$ cat src/verilog/smart_card_defs.svh
`ifndef SMART_CARD_DEFS_SVH
`define SMART_CARD_DEFS_SVH

// Register offsets
`define EXT_DIV_OFS 16'hfe10
`define PAR_CTL_OFS 16'hfe11
`define CHAR_CTL_OFS 16'hfe12
`define PROTO_OFS 16'hfe20

// Reset values
`define EXT_DIV_RESET 6'h0c
`define PAR_CTL_RESET 7'h00
`define CHAR_CTL_RESET 8'h2c
`define PROTO_RESET 1'h0

// parity_break_control fields
`define PAR_DIS_BIT 6
`define BREAK_GENERATE_DISABLE_DIS_BIT 5
`define BREAK_DETECT_DISABLE_DIS_BIT 4
`define RESEND_BIT 3
`define DROP_BIT 2
`define INJECT_BIT 1
`define FORCE_BIT 0

// character_handling_control fields
`define DETECT_BIT 6
`define DIRECT_BIT 5
`define LEN_HI_BIT 4
`define LEN_LO_BIT 3
`define SPARE_BIT 2

// Half ETU length in divider ticks, then timing in half ETU steps from the start bit edge
`define HALF_ETU_TICKS 9'd372
`define POS_START_CHECK 5'd1
`define POS_LAST_RX_BIT 5'd19
`define POS_FIRST_RX_BIT 5'd3
`define POS_EVAL 5'd20
`define POS_BREAK 5'd21
`define POS_TX_RELEASE 5'd20
`define POS_BREAK_SAMPLE 5'd22
`define POS_TX_END 5'd24

// Break length in half ETUs
`define BRK_HALF_1ETU 5'd2
`define BRK_HALF_1P5ETU 5'd3
`define BRK_HALF_2ETU 5'd4

// Initial character patterns as seen on the line, LSB first
`define TS_INVERSE_RAW 8'h03

`endif

$ cat src/verilog/smart_card_pkg.sv
package smart_card_pkg;

  typedef enum logic [1:0] {st_idle, st_rx, st_tx} uart_state_type;

endpackage

$ cat src/verilog/smart_card_parity_break_ctrl.sv
// Strobed register access is this design's own decision.
`timescale 1ns/1ps
`include "smart_card_defs.svh"

module smart_card_parity_break_ctrl (
  input wire logic clk, // Master clock, 50 MHz
  input wire logic rst_n, // Sync reset, active low
  input wire logic ce, // Clock enable, freezes all state
  input wire logic [15:0] addr, // Register address
  input wire logic [7:0] wdata, // Register write data
  input wire logic wr, // Write strobe
  input wire logic rd, // Read strobe
  output logic [7:0] rdata, // Read data, cycle after rd
  input wire logic io_in, // Card I/O line level
  output logic io_out, // Card I/O drive value, always low
  output logic io_oe, // Card I/O pull low enable
  output logic card_clk, // Card clock output
  input wire logic tx_valid, // Character offered for sending
  input wire logic [7:0] tx_data, // Character to send
  output logic tx_ready, // Ready to take a character this cycle
  output logic tx_done, // Send finished, pulse
  output logic rx_valid, // Received character kept, pulse
  output logic [7:0] rx_data, // Received character
  output logic rx_parity_error, // Received character bad, pulse
  output logic card_break_seen // Card break detected, pulse
);

  smart_card_pkg::uart_state_type state;
  logic [5:0] div_field;
  logic [6:0] par_ctl;
  logic detect;
  logic direct;
  logic [1:0] brk_len_sel;
  logic spare;
  logic protocol_select;
  logic io_meta;
  logic io_sync;
  logic io_prev;
  logic tick;
  logic [5:0] applied;
  logic [8:0] htick;
  logic [4:0] hcnt;
  logic [4:0] pos;
  logic half_pulse;
  logic [8:0] rx_shift;
  logic brk_pending;
  logic [9:0] tx_frame;
  logic [7:0] tx_saved;
  logic brk_hold;
  logic drive_low;
  logic t0;
  logic rx_start;
  logic tx_load;
  logic rx_abort;
  logic rx_eval;
  logic rx_end;
  logic rx_brk_on;
  logic tx_sample;
  logic tx_end;
  logic resend;
  logic ts_dir;
  logic dir_eff;
  logic [7:0] rx_logical;
  logic rx_par_logical;
  logic par_bad;
  logic want_break;
  logic drop;
  logic [4:0] brk_half;
  logic [4:0] brk_end;
  localparam logic [7:0] char_ctl_reset = `CHAR_CTL_RESET;

  function automatic logic hit(input logic [15:0] a, input logic [15:0] ofs);
    hit = (a == ofs);
  endfunction

  // Inverse convention: bits reversed and inverted; its own inverse
  function automatic logic [7:0] conv(input logic [7:0] d, input logic dir);
    logic [7:0] r;
    r = 8'h00;
    for (int i = 0; i < 8; i++)
    begin
      r[i] = ~d[7 - i];
    end
    conv = dir ? d : r;
  endfunction

  function automatic logic [9:0] build_frame(input logic [7:0] d, input logic dir,
                                             input logic inject);
    logic p;
    p = (^d) ^ inject;
    build_frame = {(dir ? p : ~p), conv(d, dir), 1'b0};
  endfunction

  ////////////////////////////////////////////////////////////////////
  // Card clock divider
  card_clock_divider u_div (
    .clk(clk),
    .rst_n(rst_n),
    .ce(ce),
    .div_field(div_field),
    .tick(tick),
    .applied(applied),
    .card_clk(card_clk)
  );

  ////////////////////////////////////////////////////////////////////
  // Decode and sequencing terms
  assign t0 = ~protocol_select;
  assign pos = hcnt + 5'd1;
  assign half_pulse = tick && (htick == `HALF_ETU_TICKS - 9'd1)
                      && (state != smart_card_pkg::st_idle);
  assign rx_start = (state == smart_card_pkg::st_idle) && io_prev && !io_sync;
  assign tx_ready = ce && (state == smart_card_pkg::st_idle) && !rx_start;
  assign tx_load = tx_ready && tx_valid;
  assign rx_abort = (state == smart_card_pkg::st_rx) && half_pulse
                    && (pos == `POS_START_CHECK) && io_sync;
  assign rx_eval = (state == smart_card_pkg::st_rx) && half_pulse && (pos == `POS_EVAL);
  assign rx_brk_on = (state == smart_card_pkg::st_rx) && half_pulse
                     && (pos == `POS_BREAK) && brk_pending;
  assign rx_end = (state == smart_card_pkg::st_rx) && half_pulse && (pos == brk_end);
  assign tx_sample = (state == smart_card_pkg::st_tx) && half_pulse
                     && (pos == `POS_BREAK_SAMPLE);
  assign tx_end = (state == smart_card_pkg::st_tx) && half_pulse && (pos == `POS_TX_END);
  assign resend = tx_end && brk_hold && par_ctl[`RESEND_BIT];

  always_comb
  begin
    case (brk_len_sel)
      2'b01: brk_half = `BRK_HALF_1P5ETU;
      2'b10: brk_half = `BRK_HALF_2ETU;
      default: brk_half = `BRK_HALF_1ETU;
    endcase
  end

  assign brk_end = brk_pending ? (`POS_BREAK + brk_half) : `POS_BREAK;

  // Received character evaluation
  assign ts_dir = (rx_shift[7:0] != `TS_INVERSE_RAW);
  assign dir_eff = detect ? ts_dir : direct;
  assign rx_logical = conv(rx_shift[7:0], dir_eff);
  assign rx_par_logical = dir_eff ? rx_shift[8] : ~rx_shift[8];
  assign par_bad = (~par_ctl[`PAR_DIS_BIT] & (^{rx_par_logical, rx_logical}))
                   | par_ctl[`FORCE_BIT];
  assign want_break = t0 && !par_ctl[`BREAK_GENERATE_DISABLE_DIS_BIT] && !par_ctl[`PAR_DIS_BIT]
                      && par_bad;
  assign drop = t0 && par_ctl[`DROP_BIT] && !par_ctl[`PAR_DIS_BIT] && par_bad;

  ////////////////////////////////////////////////////////////////////
  // Registers, one set for both protocols, T=0 and T=1
  always_ff @(posedge clk)
  begin
    if (!rst_n)
    begin
      div_field <= `EXT_DIV_RESET;
      par_ctl <= `PAR_CTL_RESET;
      detect <= char_ctl_reset[`DETECT_BIT];
      direct <= char_ctl_reset[`DIRECT_BIT];
      brk_len_sel <= char_ctl_reset[`LEN_HI_BIT:`LEN_LO_BIT];
      spare <= char_ctl_reset[`SPARE_BIT];
      protocol_select <= `PROTO_RESET;
    end
    else if (ce)
    begin
      if (wr && hit(addr, `EXT_DIV_OFS))
        div_field <= wdata[5:0];
      if (wr && hit(addr, `PAR_CTL_OFS))
        par_ctl <= wdata[6:0];
      if (wr && hit(addr, `PROTO_OFS))
        protocol_select <= wdata[0];
      if (wr && hit(addr, `CHAR_CTL_OFS))
      begin
        brk_len_sel <= wdata[`LEN_HI_BIT:`LEN_LO_BIT];
        spare <= wdata[`SPARE_BIT];
      end
      if (wr && hit(addr, `CHAR_CTL_OFS))
        detect <= wdata[`DETECT_BIT];
      else if (rx_eval && detect)
        detect <= 1'b0;
      if (rx_eval && detect)
        direct <= ts_dir;
      else if (wr && hit(addr, `CHAR_CTL_OFS))
        direct <= wdata[`DIRECT_BIT];
    end
  end

  always_ff @(posedge clk)
  begin
    if (!rst_n)
      rdata <= 8'h00;
    else if (ce && rd)
    begin
      if (hit(addr, `EXT_DIV_OFS))
        rdata <= {2'b00, div_field};
      else if (hit(addr, `PAR_CTL_OFS))
        rdata <= {1'b0, par_ctl};
      else if (hit(addr, `CHAR_CTL_OFS))
        rdata <= {1'b0, detect, direct, brk_len_sel, spare, 2'b00};
      else if (hit(addr, `PROTO_OFS))
        rdata <= {7'h00, protocol_select};
      else
        rdata <= 8'h00;
    end
  end

  ////////////////////////////////////////////////////////////////////
  // I/O line synchroniser
  always_ff @(posedge clk)
  begin
    if (!rst_n)
    begin
      io_meta <= 1'b1;
      io_sync <= 1'b1;
      io_prev <= 1'b1;
    end
    else if (ce)
    begin
      io_meta <= io_in;
      io_sync <= io_meta;
      io_prev <= io_sync;
    end
  end

  ////////////////////////////////////////////////////////////////////
  // Sequencer and half ETU timing
  always_ff @(posedge clk)
  begin
    if (!rst_n)
    begin
      state <= smart_card_pkg::st_idle;
      htick <= 9'd0;
      hcnt <= 5'd0;
    end
    else if (ce)
    begin
      if (state == smart_card_pkg::st_idle)
      begin
        htick <= 9'd0;
        hcnt <= 5'd0;
      end
      else
      begin
        if (tick)
          htick <= half_pulse ? 9'd0 : htick + 9'd1;
        if (half_pulse)
          hcnt <= resend ? 5'd0 : pos;
      end
      case (state)
        smart_card_pkg::st_idle:
        begin
          if (rx_start)
            state <= smart_card_pkg::st_rx;
          else if (tx_load)
            state <= smart_card_pkg::st_tx;
        end
        smart_card_pkg::st_rx:
        begin
          if (rx_abort || rx_end)
            state <= smart_card_pkg::st_idle;
        end
        smart_card_pkg::st_tx:
        begin
          if (tx_end && !resend)
            state <= smart_card_pkg::st_idle;
        end
        default:
          state <= smart_card_pkg::st_idle;
      endcase
    end
  end

  ////////////////////////////////////////////////////////////////////
  // Receive path
  always_ff @(posedge clk)
  begin
    if (!rst_n)
    begin
      rx_shift <= 9'h000;
      brk_pending <= 1'b0;
      rx_valid <= 1'b0;
      rx_data <= 8'h00;
      rx_parity_error <= 1'b0;
    end
    else if (ce)
    begin
      rx_valid <= 1'b0;
      rx_parity_error <= 1'b0;
      if (rx_start)
        brk_pending <= 1'b0;
      if ((state == smart_card_pkg::st_rx) && half_pulse && pos[0]
          && (pos >= `POS_FIRST_RX_BIT) && (pos <= `POS_LAST_RX_BIT))
        rx_shift <= {io_sync, rx_shift[8:1]};
      if (rx_eval)
      begin
        brk_pending <= want_break;
        rx_valid <= !drop;
        rx_data <= rx_logical;
        rx_parity_error <= par_bad;
      end
    end
  end

  ////////////////////////////////////////////////////////////////////
  // Transmit path and card break detection
  always_ff @(posedge clk)
  begin
    if (!rst_n)
    begin
      tx_frame <= 10'h3ff;
      tx_saved <= 8'h00;
      brk_hold <= 1'b0;
      card_break_seen <= 1'b0;
      tx_done <= 1'b0;
    end
    else if (ce)
    begin
      card_break_seen <= 1'b0;
      tx_done <= tx_end && !resend;
      if (tx_load)
      begin
        tx_saved <= tx_data;
        tx_frame <= build_frame(tx_data, direct, par_ctl[`INJECT_BIT]);
        brk_hold <= 1'b0;
      end
      else if (resend)
      begin
        tx_frame <= build_frame(tx_saved, direct, par_ctl[`INJECT_BIT]);
        brk_hold <= 1'b0;
      end
      else if ((state == smart_card_pkg::st_tx) && half_pulse && !pos[0]
               && (pos < `POS_TX_RELEASE))
        tx_frame <= {1'b1, tx_frame[9:1]};
      if (tx_sample && !io_sync && t0 && !par_ctl[`BREAK_DETECT_DISABLE_DIS_BIT])
      begin
        brk_hold <= 1'b1;
        card_break_seen <= 1'b1;
      end
    end
  end

  ////////////////////////////////////////////////////////////////////
  // Open drain line drive
  always_ff @(posedge clk)
  begin
    if (!rst_n)
      drive_low <= 1'b0;
    else if (ce)
    begin
      if (state == smart_card_pkg::st_tx)
        drive_low <= (hcnt < `POS_TX_RELEASE) && !tx_frame[0];
      else if (rx_end)
        drive_low <= 1'b0;
      else if (rx_brk_on)
        drive_low <= 1'b1;
      else if (state != smart_card_pkg::st_rx)
        drive_low <= 1'b0;
    end
  end

  assign io_oe = drive_low;
  assign io_out = 1'b0;

  ////////////////////////////////////////////////////////////////////
  // Checks
  logic [5:0] tick_gap;

  always_ff @(posedge clk)
  begin
    if (!rst_n)
      tick_gap <= 6'h00;
    else if (ce)
      tick_gap <= tick ? 6'h00 : tick_gap + 6'h01;
  end
endmodule

$ cat src/verilog/card_clock_divider.sv
`timescale 1ns/1ps
`include "smart_card_defs.svh"

module card_clock_divider (
  input wire logic clk, // Master clock
  input wire logic rst_n, // Sync reset, active low
  input wire logic ce, // Clock enable
  input wire logic [5:0] div_field, // Programmed division value
  output logic tick, // ETU divider clock strobe
  output logic [5:0] applied, // Value in use by the divider
  output logic card_clk // Card clock, tick rate over two
);

  logic [5:0] cnt;
  logic [5:0] eff;

  assign eff = (applied == 6'h00) ? 6'h01 : applied;
  assign tick = (cnt == eff);

  ////////////////////////////////////////////////////////////////////
  // New value only taken at period end, so no short pulse
  always_ff @(posedge clk)
  begin
    if (!rst_n)
    begin
      cnt <= 6'h00;
      applied <= `EXT_DIV_RESET;
      card_clk <= 1'b0;
    end
    else if (ce)
    begin
      if (tick)
      begin
        cnt <= 6'h00;
        applied <= div_field;
        card_clk <= ~card_clk;
      end
      else
      begin
        cnt <= cnt + 6'h01;
      end
    end
  end

endmodule

$ cat config.mk
export PLATFORM = sky130hd
export DESIGN_NAME = smart_card_parity_break_ctrl
export DESIGN_NICKNAME = d
export VERILOG_FILES = /design/src/verilog/smart_card_pkg.sv /design/src/verilog/smart_card_parity_break_ctrl.sv /design/src/verilog/card_clock_divider.sv
export VERILOG_INCLUDE_DIRS = /design/src /design/src/verilog
export SDC_FILE = /design/constraint.sdc
export NUM_CORES = 1
export LEC_CHECK = 0
export BUFFER_PORTS_ARGS = -buffer_cell sky130_fd_sc_hd__clkbuf_2
export CAP_MARGIN = 20
export CORE_AREA = 2 2 107 109
export DETAILED_ROUTE_END_ITERATION = 6
export DIE_AREA = 0 0 109 111
export PLACE_DENSITY_LB_ADDON = 0.25
export SYNTH_ARGS = -nofsm -noshare
export SYNTH_HDL_FRONTEND = slang
export SYNTH_HIERARCHICAL = 1
export SYNTH_SLANG_ARGS = --single-unit
$ cat constraint.sdc
create_clock -name clk -period 6.9 [get_ports clk]
set_input_delay 1.035 -clock clk [delete_from_list [all_inputs] [get_ports clk]]
set_output_delay 1.035 -clock clk [all_outputs]
set_load 0.03 [all_outputs]
# Word-level counts from Yosys, hierarchy flattened
# Index checks and enable logic that the tools add are counted.
[word_totals] regBits=101 inputBits=39 out_inout_bits=24 wordCells=216
[op_classes] addsub=4 n_lt_le_gt_ge=4 eq_ne=21 mux=45 bitwise_logic=34 n_reduce_logical=80
[op_table] operator="$eq 16x16->1 const B" count=4
[op_table] operator="$logic_and 1x1->1" count=41
[op_table] operator="$mux 10" count=3
[op_table] operator="$not 1->1" count=30
[op_table] operator="$reduce_and 2->1" count=15
[op_table] operator="$mux 9" count=3
[op_table] operator="$mux 8" count=3
[op_table] operator="$mux 1" count=21
[op_table] operator="$mux 7" count=3
[op_table] operator="$eq 5x5->1 const B" count=4
[op_table] operator="$mux 5" count=4
[op_table] operator="$reduce_xor 8->1" count=2
[op_table] operator="$mux 6" count=2
[op_table] operator="$lt 5x5->1 const B" count=2
[op_table] operator="$reduce_bool 2->1" count=5
[op_table] operator="$add 9x1->9 const B" count=1
[op_table] operator="$eq 9x9->1 const B" count=1
[op_table] operator="$logic_not 1->1" count=9
[op_table] operator="$reduce_xor 9->1" count=1
[op_table] operator="$mux 2" count=4
[op_table] operator="$ne 8x2->1 const B" count=1
[op_table] operator="$add 6x1->6 const B" count=1
[op_table] operator="$eq 6x6->1" count=1
[op_table] operator="$logic_not 6->1" count=1
[op_table] operator="other kinds (21)" count=26

# Depth between registers and ports, before layout
[logic_depth] word_depth=13 depth_mapped=13 depth_no_buf=11

# By module
# Netlist, hierarchy kept.
[modules_own_cells] mod="smart_card_parity_break_ctrl" n_inst=1 cells_each=585 area_each_um2=4882.2 seq_area_each_um2=1741.7
[modules_own_cells] mod="card_clock_divider" n_inst=1 cells_each=71 area_each_um2=676.9 seq_area_each_um2=260.2

# Worst setup path before layout
# OpenSTA, ideal clock, no wires.
[synth_path] path_type="input-to-reg" start="input ce" end="register tx_frame[0]" setup_ns=0.114 arrival_ns=2.599 required_ns=6.786 slack_ns=4.187 stages=8 n_path_buf=2 cell_sequence="nand2_1 > a21oi_1 > and2_1 > clkbuf_1 > o21ai_1 > and2_1 > buf_2 > a21o_1"
[synth_between] elab_chain_len=5 elab_cells_between_ends=6 classes_between="mux: 1; reduce/logical: 5"
[synth_rtl] element="start, declared" line_no="smart_card_parity_break_ctrl.sv:8" text="input wire logic ce,"
[synth_rtl] element="$logic_and 1x1->1 * (2 in a row)" line_no="smart_card_parity_break_ctrl.sv:113" text="assign tx_ready = ce && (state == smart_card_pkg::st_idle) && !rx_start;"
[synth_rtl] element="net tx_ready" line_no="smart_card_parity_break_ctrl.sv:20" text="output logic tx_ready,"
[synth_rtl] element="$logic_and 1x1->1 *" line_no="smart_card_parity_break_ctrl.sv:114" text="assign tx_load = tx_ready && tx_valid;"
[synth_rtl] element="$reduce_bool 3->1 (no source line)"
[synth_rtl] element="$reduce_and 2->1 (no source line)"
[synth_rtl] element="end signal, assigned" line_no="smart_card_parity_break_ctrl.sv:321" text="tx_frame <= build_frame(tx_data, direct, par_ctl[`INJECT_BIT]);"
[synth_rtl] element="end signal, assigned" line_no="smart_card_parity_break_ctrl.sv:326" text="tx_frame <= build_frame(tx_saved, direct, par_ctl[`INJECT_BIT]);"
[synth_rtl] element="end signal, assigned" line_no="smart_card_parity_break_ctrl.sv:331" text="tx_frame <= {1'b1, tx_frame[9:1]};"
[synth_rtl] element="end, declared" line_no="smart_card_parity_break_ctrl.sv:47" text="logic [9:0] tx_frame;"
# Mark *: on every way through the listed nets, which the timed path passes. The rest lies on a longest branch.
# A chain may end at the register's enable or synchronous reset.

# Final worst setup path
[layout_path] start="register u_div.cnt[3]" end="register direct"
[layout_between] elab_chain_len=8 elab_cells_between_ends=9 classes_between="eq/ne: 1; mux: 1; reduce/logical: 7"
[layout_rtl] element="start, declared" line_no="card_clock_divider.sv:14" text="logic [5:0] cnt;"
[layout_rtl] element="start signal, assigned" line_no="card_clock_divider.sv:40" text="cnt <= cnt + 6'h01;"
[layout_rtl] element="$eq 6x6->1 *" line_no="card_clock_divider.sv:18" text="assign tick = (cnt == eff);"
[layout_rtl] element="net tick" line_no="smart_card_parity_break_ctrl.sv:39" text="logic tick;"
[layout_rtl] element="$logic_and 1x1->1 * (2 in a row)" line_no="smart_card_parity_break_ctrl.sv:110" text="assign half_pulse = tick && (htick == `HALF_ETU_TICKS - 9'd1)"
[layout_rtl] element="$logic_and 1x1->1 * (2 in a row)" line_no="smart_card_parity_break_ctrl.sv:117" text="assign rx_eval = (state == smart_card_pkg::st_rx) && half_pulse && (pos == `POS_EVAL);"
[layout_rtl] element="$logic_and 1x1->1 *" line_no="smart_card_parity_break_ctrl.sv:179" text="if (rx_eval && detect)"
[layout_rtl] element="$reduce_bool 2->1 (no source line)"
[layout_rtl] element="$reduce_and 2->1 (no source line)"
[layout_rtl] element="end signal, assigned" line_no="smart_card_parity_break_ctrl.sv:157" text="direct <= char_ctl_reset[`DIRECT_BIT];"
[layout_rtl] element="end signal, assigned" line_no="smart_card_parity_break_ctrl.sv:180" text="direct <= ts_dir;"
[layout_rtl] element="end signal, assigned" line_no="smart_card_parity_break_ctrl.sv:182" text="direct <= wdata[`DIRECT_BIT];"
[layout_rtl] element="end, declared" line_no="smart_card_parity_break_ctrl.sv:32" text="logic direct;"
# Marks and branches as above.

==> flow_summary.ini <==
[run_status]
status = finished, final reports clean

[pwr]
powerDensity_mw_per_mm2 = 204
power_leakage_nw = 2.50
ir_worst_vdd_mv = 0.224

[sta]
tns_ns = 0
min_period_ns = 3.39
slew_viol_final = 0
hold_viol_final = 0
tightestPinTransition_ns = 1.01
fin_skew_ns = 0.00695
fmax_mhz = 295
rsz0062_at_grt = no
post-route-period-util_pct = 49.1
relSlewSlack_pct = 32.0
setup_viol = 0

[clock_network]
clk_latency_ns = 0.35
postCtsSetupRepairBufs = 0
post_cts_resized = 0
cts.sinks = 100
root_buffer = clkbuf_16
cts_max_level = 3
clock_path_buffers = 2
cts_buffers = 9
postCtsHoldBufs = 0
clk_pin_slew_worst_paths_ns = 0.07
cts_tree = yes

[final_layout]
layout-drive-gt1-share_pct = 14.2
diodes = 0
design.final.nets = 734
fin_util_pct = 55.9
area_delta_synth_final_pct = 11.5

[grt]
grt_pass1_wl_um = 22100
grt_pass1_vias = 4631
grt_max_degree = 61
grt.total_usage_pct = 22.9
grt.overflow.total = 0
antenna_found_initial = 0

[synth]
yosysTopAreaCell = dfxtp_1
ys_top_cells_by_area = dfxtp_1 36%, mux2i_1 9.2%, nor2_1 5.0%, nand2_1 4.7%, xnor2_1 3.5%
yosys_register_bits = 100
syn_inst = 656
ys_seq_area_share_pct = 36.0
synth_top_cell_area_share_pct = 36.0
synth_edf_count = 0
ys.flop_type = dfxtp_1
ys_types = 77
synth-async-reset-ratio_pct = 0
yosysWarnings = 6
synth_area_mm2 = 0.00556
synth_common_cells = 100 x dfxtp_1, 74 x nor2_1, 69 x nand2_1
yosysMostFrequentCell = dfxtp_1
syn_area_per_cell_um2 = 8.47

[floorplanning]
rows = 39
initial_core_util_pct = 50.2
core_region_area_mm2 = 0.0111
die_area_mm2 = 0.0121
fp.dieH_um = 111
fp.dieW_um = 109
num_io_pins = 63

[run]
drv_cap = 0

[detailed_routing]
vias = 4759
wl_um = 12900
viasPerCell = 5.70
drc_errors = 0
wl_per_cell_um = 15.4
dr.pass1.iters = 5
ant_nets = 0
drtIter0Drc = 342

[place]
portBuffers = 59
hpwlAfterDp_um = 9100
place_congestion = 0.867

[min_path]
hold_class = register to register

[worst_setup_path]
cp_max_fo = 11
start_kind = register
end_kind = register
crit_type = register to register
cp_data_arrival_time_ns = 3.63
required_ns = 7.15
-- layer usage --
metal	wire, um	global-route usage [%]
met4	207	8.80
met3	589	4.82
met1	5790	29.0
met5	0	0
met2	6300	37.6
-- final timing paths --
| kind | start | end | slack (ns) | cells past startpoint |
|---|---|---|---|---|
| worst max-delay path | u_div/cnt[3] | direct | 3.51 | 10 |
| worst min-delay path | u_div/card_clk | u_div/card_clk | 0.47 | 2 |
| worst max register to register | u_div/cnt[3] | direct | 3.51 | 10 |
| worst min register to register | u_div/card_clk | u_div/card_clk | 0.47 | 2 |
-- state kept, by name, summed over array words and instances (netlist names), 6 cells and up --
register / flops
div_field: 6
u_div/applied: 6
tx_saved: 8
rdata: 7
par_ctl: 7
rx_data: 8
rx_shift: 9
tx_frame: 10
htick: 9
u_div/cnt: 6
-- where the power goes --
| group | leakage (nW) | internal, W | switching, W |
|---|---|---|---|
| logic | 1.54 | 0.0000462 | 0.0000701 |
| registers | 0.810 | 0.000589 | 0.0000113 |
| clock network | 0.151 | 0.000322 | 0.000227 |
| total | 2.50 | 0.000957 | 0.000309 |
-- cells in the final DEF (no fill, tap or decap), types with 3 or more instances in the layout --
cell,netlist,final
nand2b_1,10,10
o21ai_0,22,22
clkbuf_16,0,9
a22oi_1,4,4
nor3b_1,10,10
o221ai_1,8,8
nand4_1,14,14
o211ai_1,12,12
nand2_1,69,69
nor3_1,13,13
nand3b_1,4,4
a21oi_1,25,25
clkbuf_2,0,59
nand3_1,21,21
buf_4,2,4
dfxtp_1,100,100
a222oi_1,4,4
nor2_1,74,74
ha_1,8,8
a211oi_1,12,12
nor2b_1,7,7
mux2i_1,51,51
xor2_1,19,19
a31oi_1,6,6
o21ai_1,5,5
and3_1,3,3
inv_1,18,18
or3_1,12,12
xnor2_1,22,22
and2_1,5,5
-- critical path, stage by stage (launching register included) --
cell and delay [ns]:
dfxtp_1 0.35, xor2_1 0.16, nor3_2 0.20, nand3_1 0.19, nor2_1 0.32, nand4_1 0.14, and4bb_1 0.56, nor4b_4 0.41
and2_1 0.46, a21oi_1 0.16, a211o_1 0.33
-- stage by stage --
step | cells | total power [W] | worst slack, ns | hold WS (ns) | area, um2
finish | 835 | 0.00127 | 3.51 | 0.467 | 6200
global route | 835 | 0.00131 | 3.21 | 0.506 | 6200
CTS | 834 | 0.00128 | 3.53 | 0.472 | 6170
detailed placement | 818 | 0.000729 | 3.25 | 0.464 | 5850
global placement | 818 | 0.000725 | 3.35 | 0.451 | 5850
floorplan | 657 | 0.000695 | 4.19 | 0.426 | 5560
-- cell families after synthesis --
| logic type | share of synthesized area (%) |
|---|---|
| other | 0.0675 |
| adder cells (fa/ha/maj) | 1.80 |
| AND/OR/NAND/NOR | 24.4 |
| multiplexers | 9.18 |
| flip-flops | 36.0 |
| XOR/XNOR | 8.15 |
| buffers and inverters | 5.27 |
| AO/OA/AOI/OAI | 15.1 |
-- final cells by class --
cell class              count  area [um2]
clock inverters             6        95.1
well taps                 143         179
flip-flops and latches    100        2000
clock buffers              10         229
repair buffers             64         353
fillers                   985        4880
multi-input cells         493        3270
inverters                  19        71.3
No activity file was read; power rests on OpenSTA's default activity.
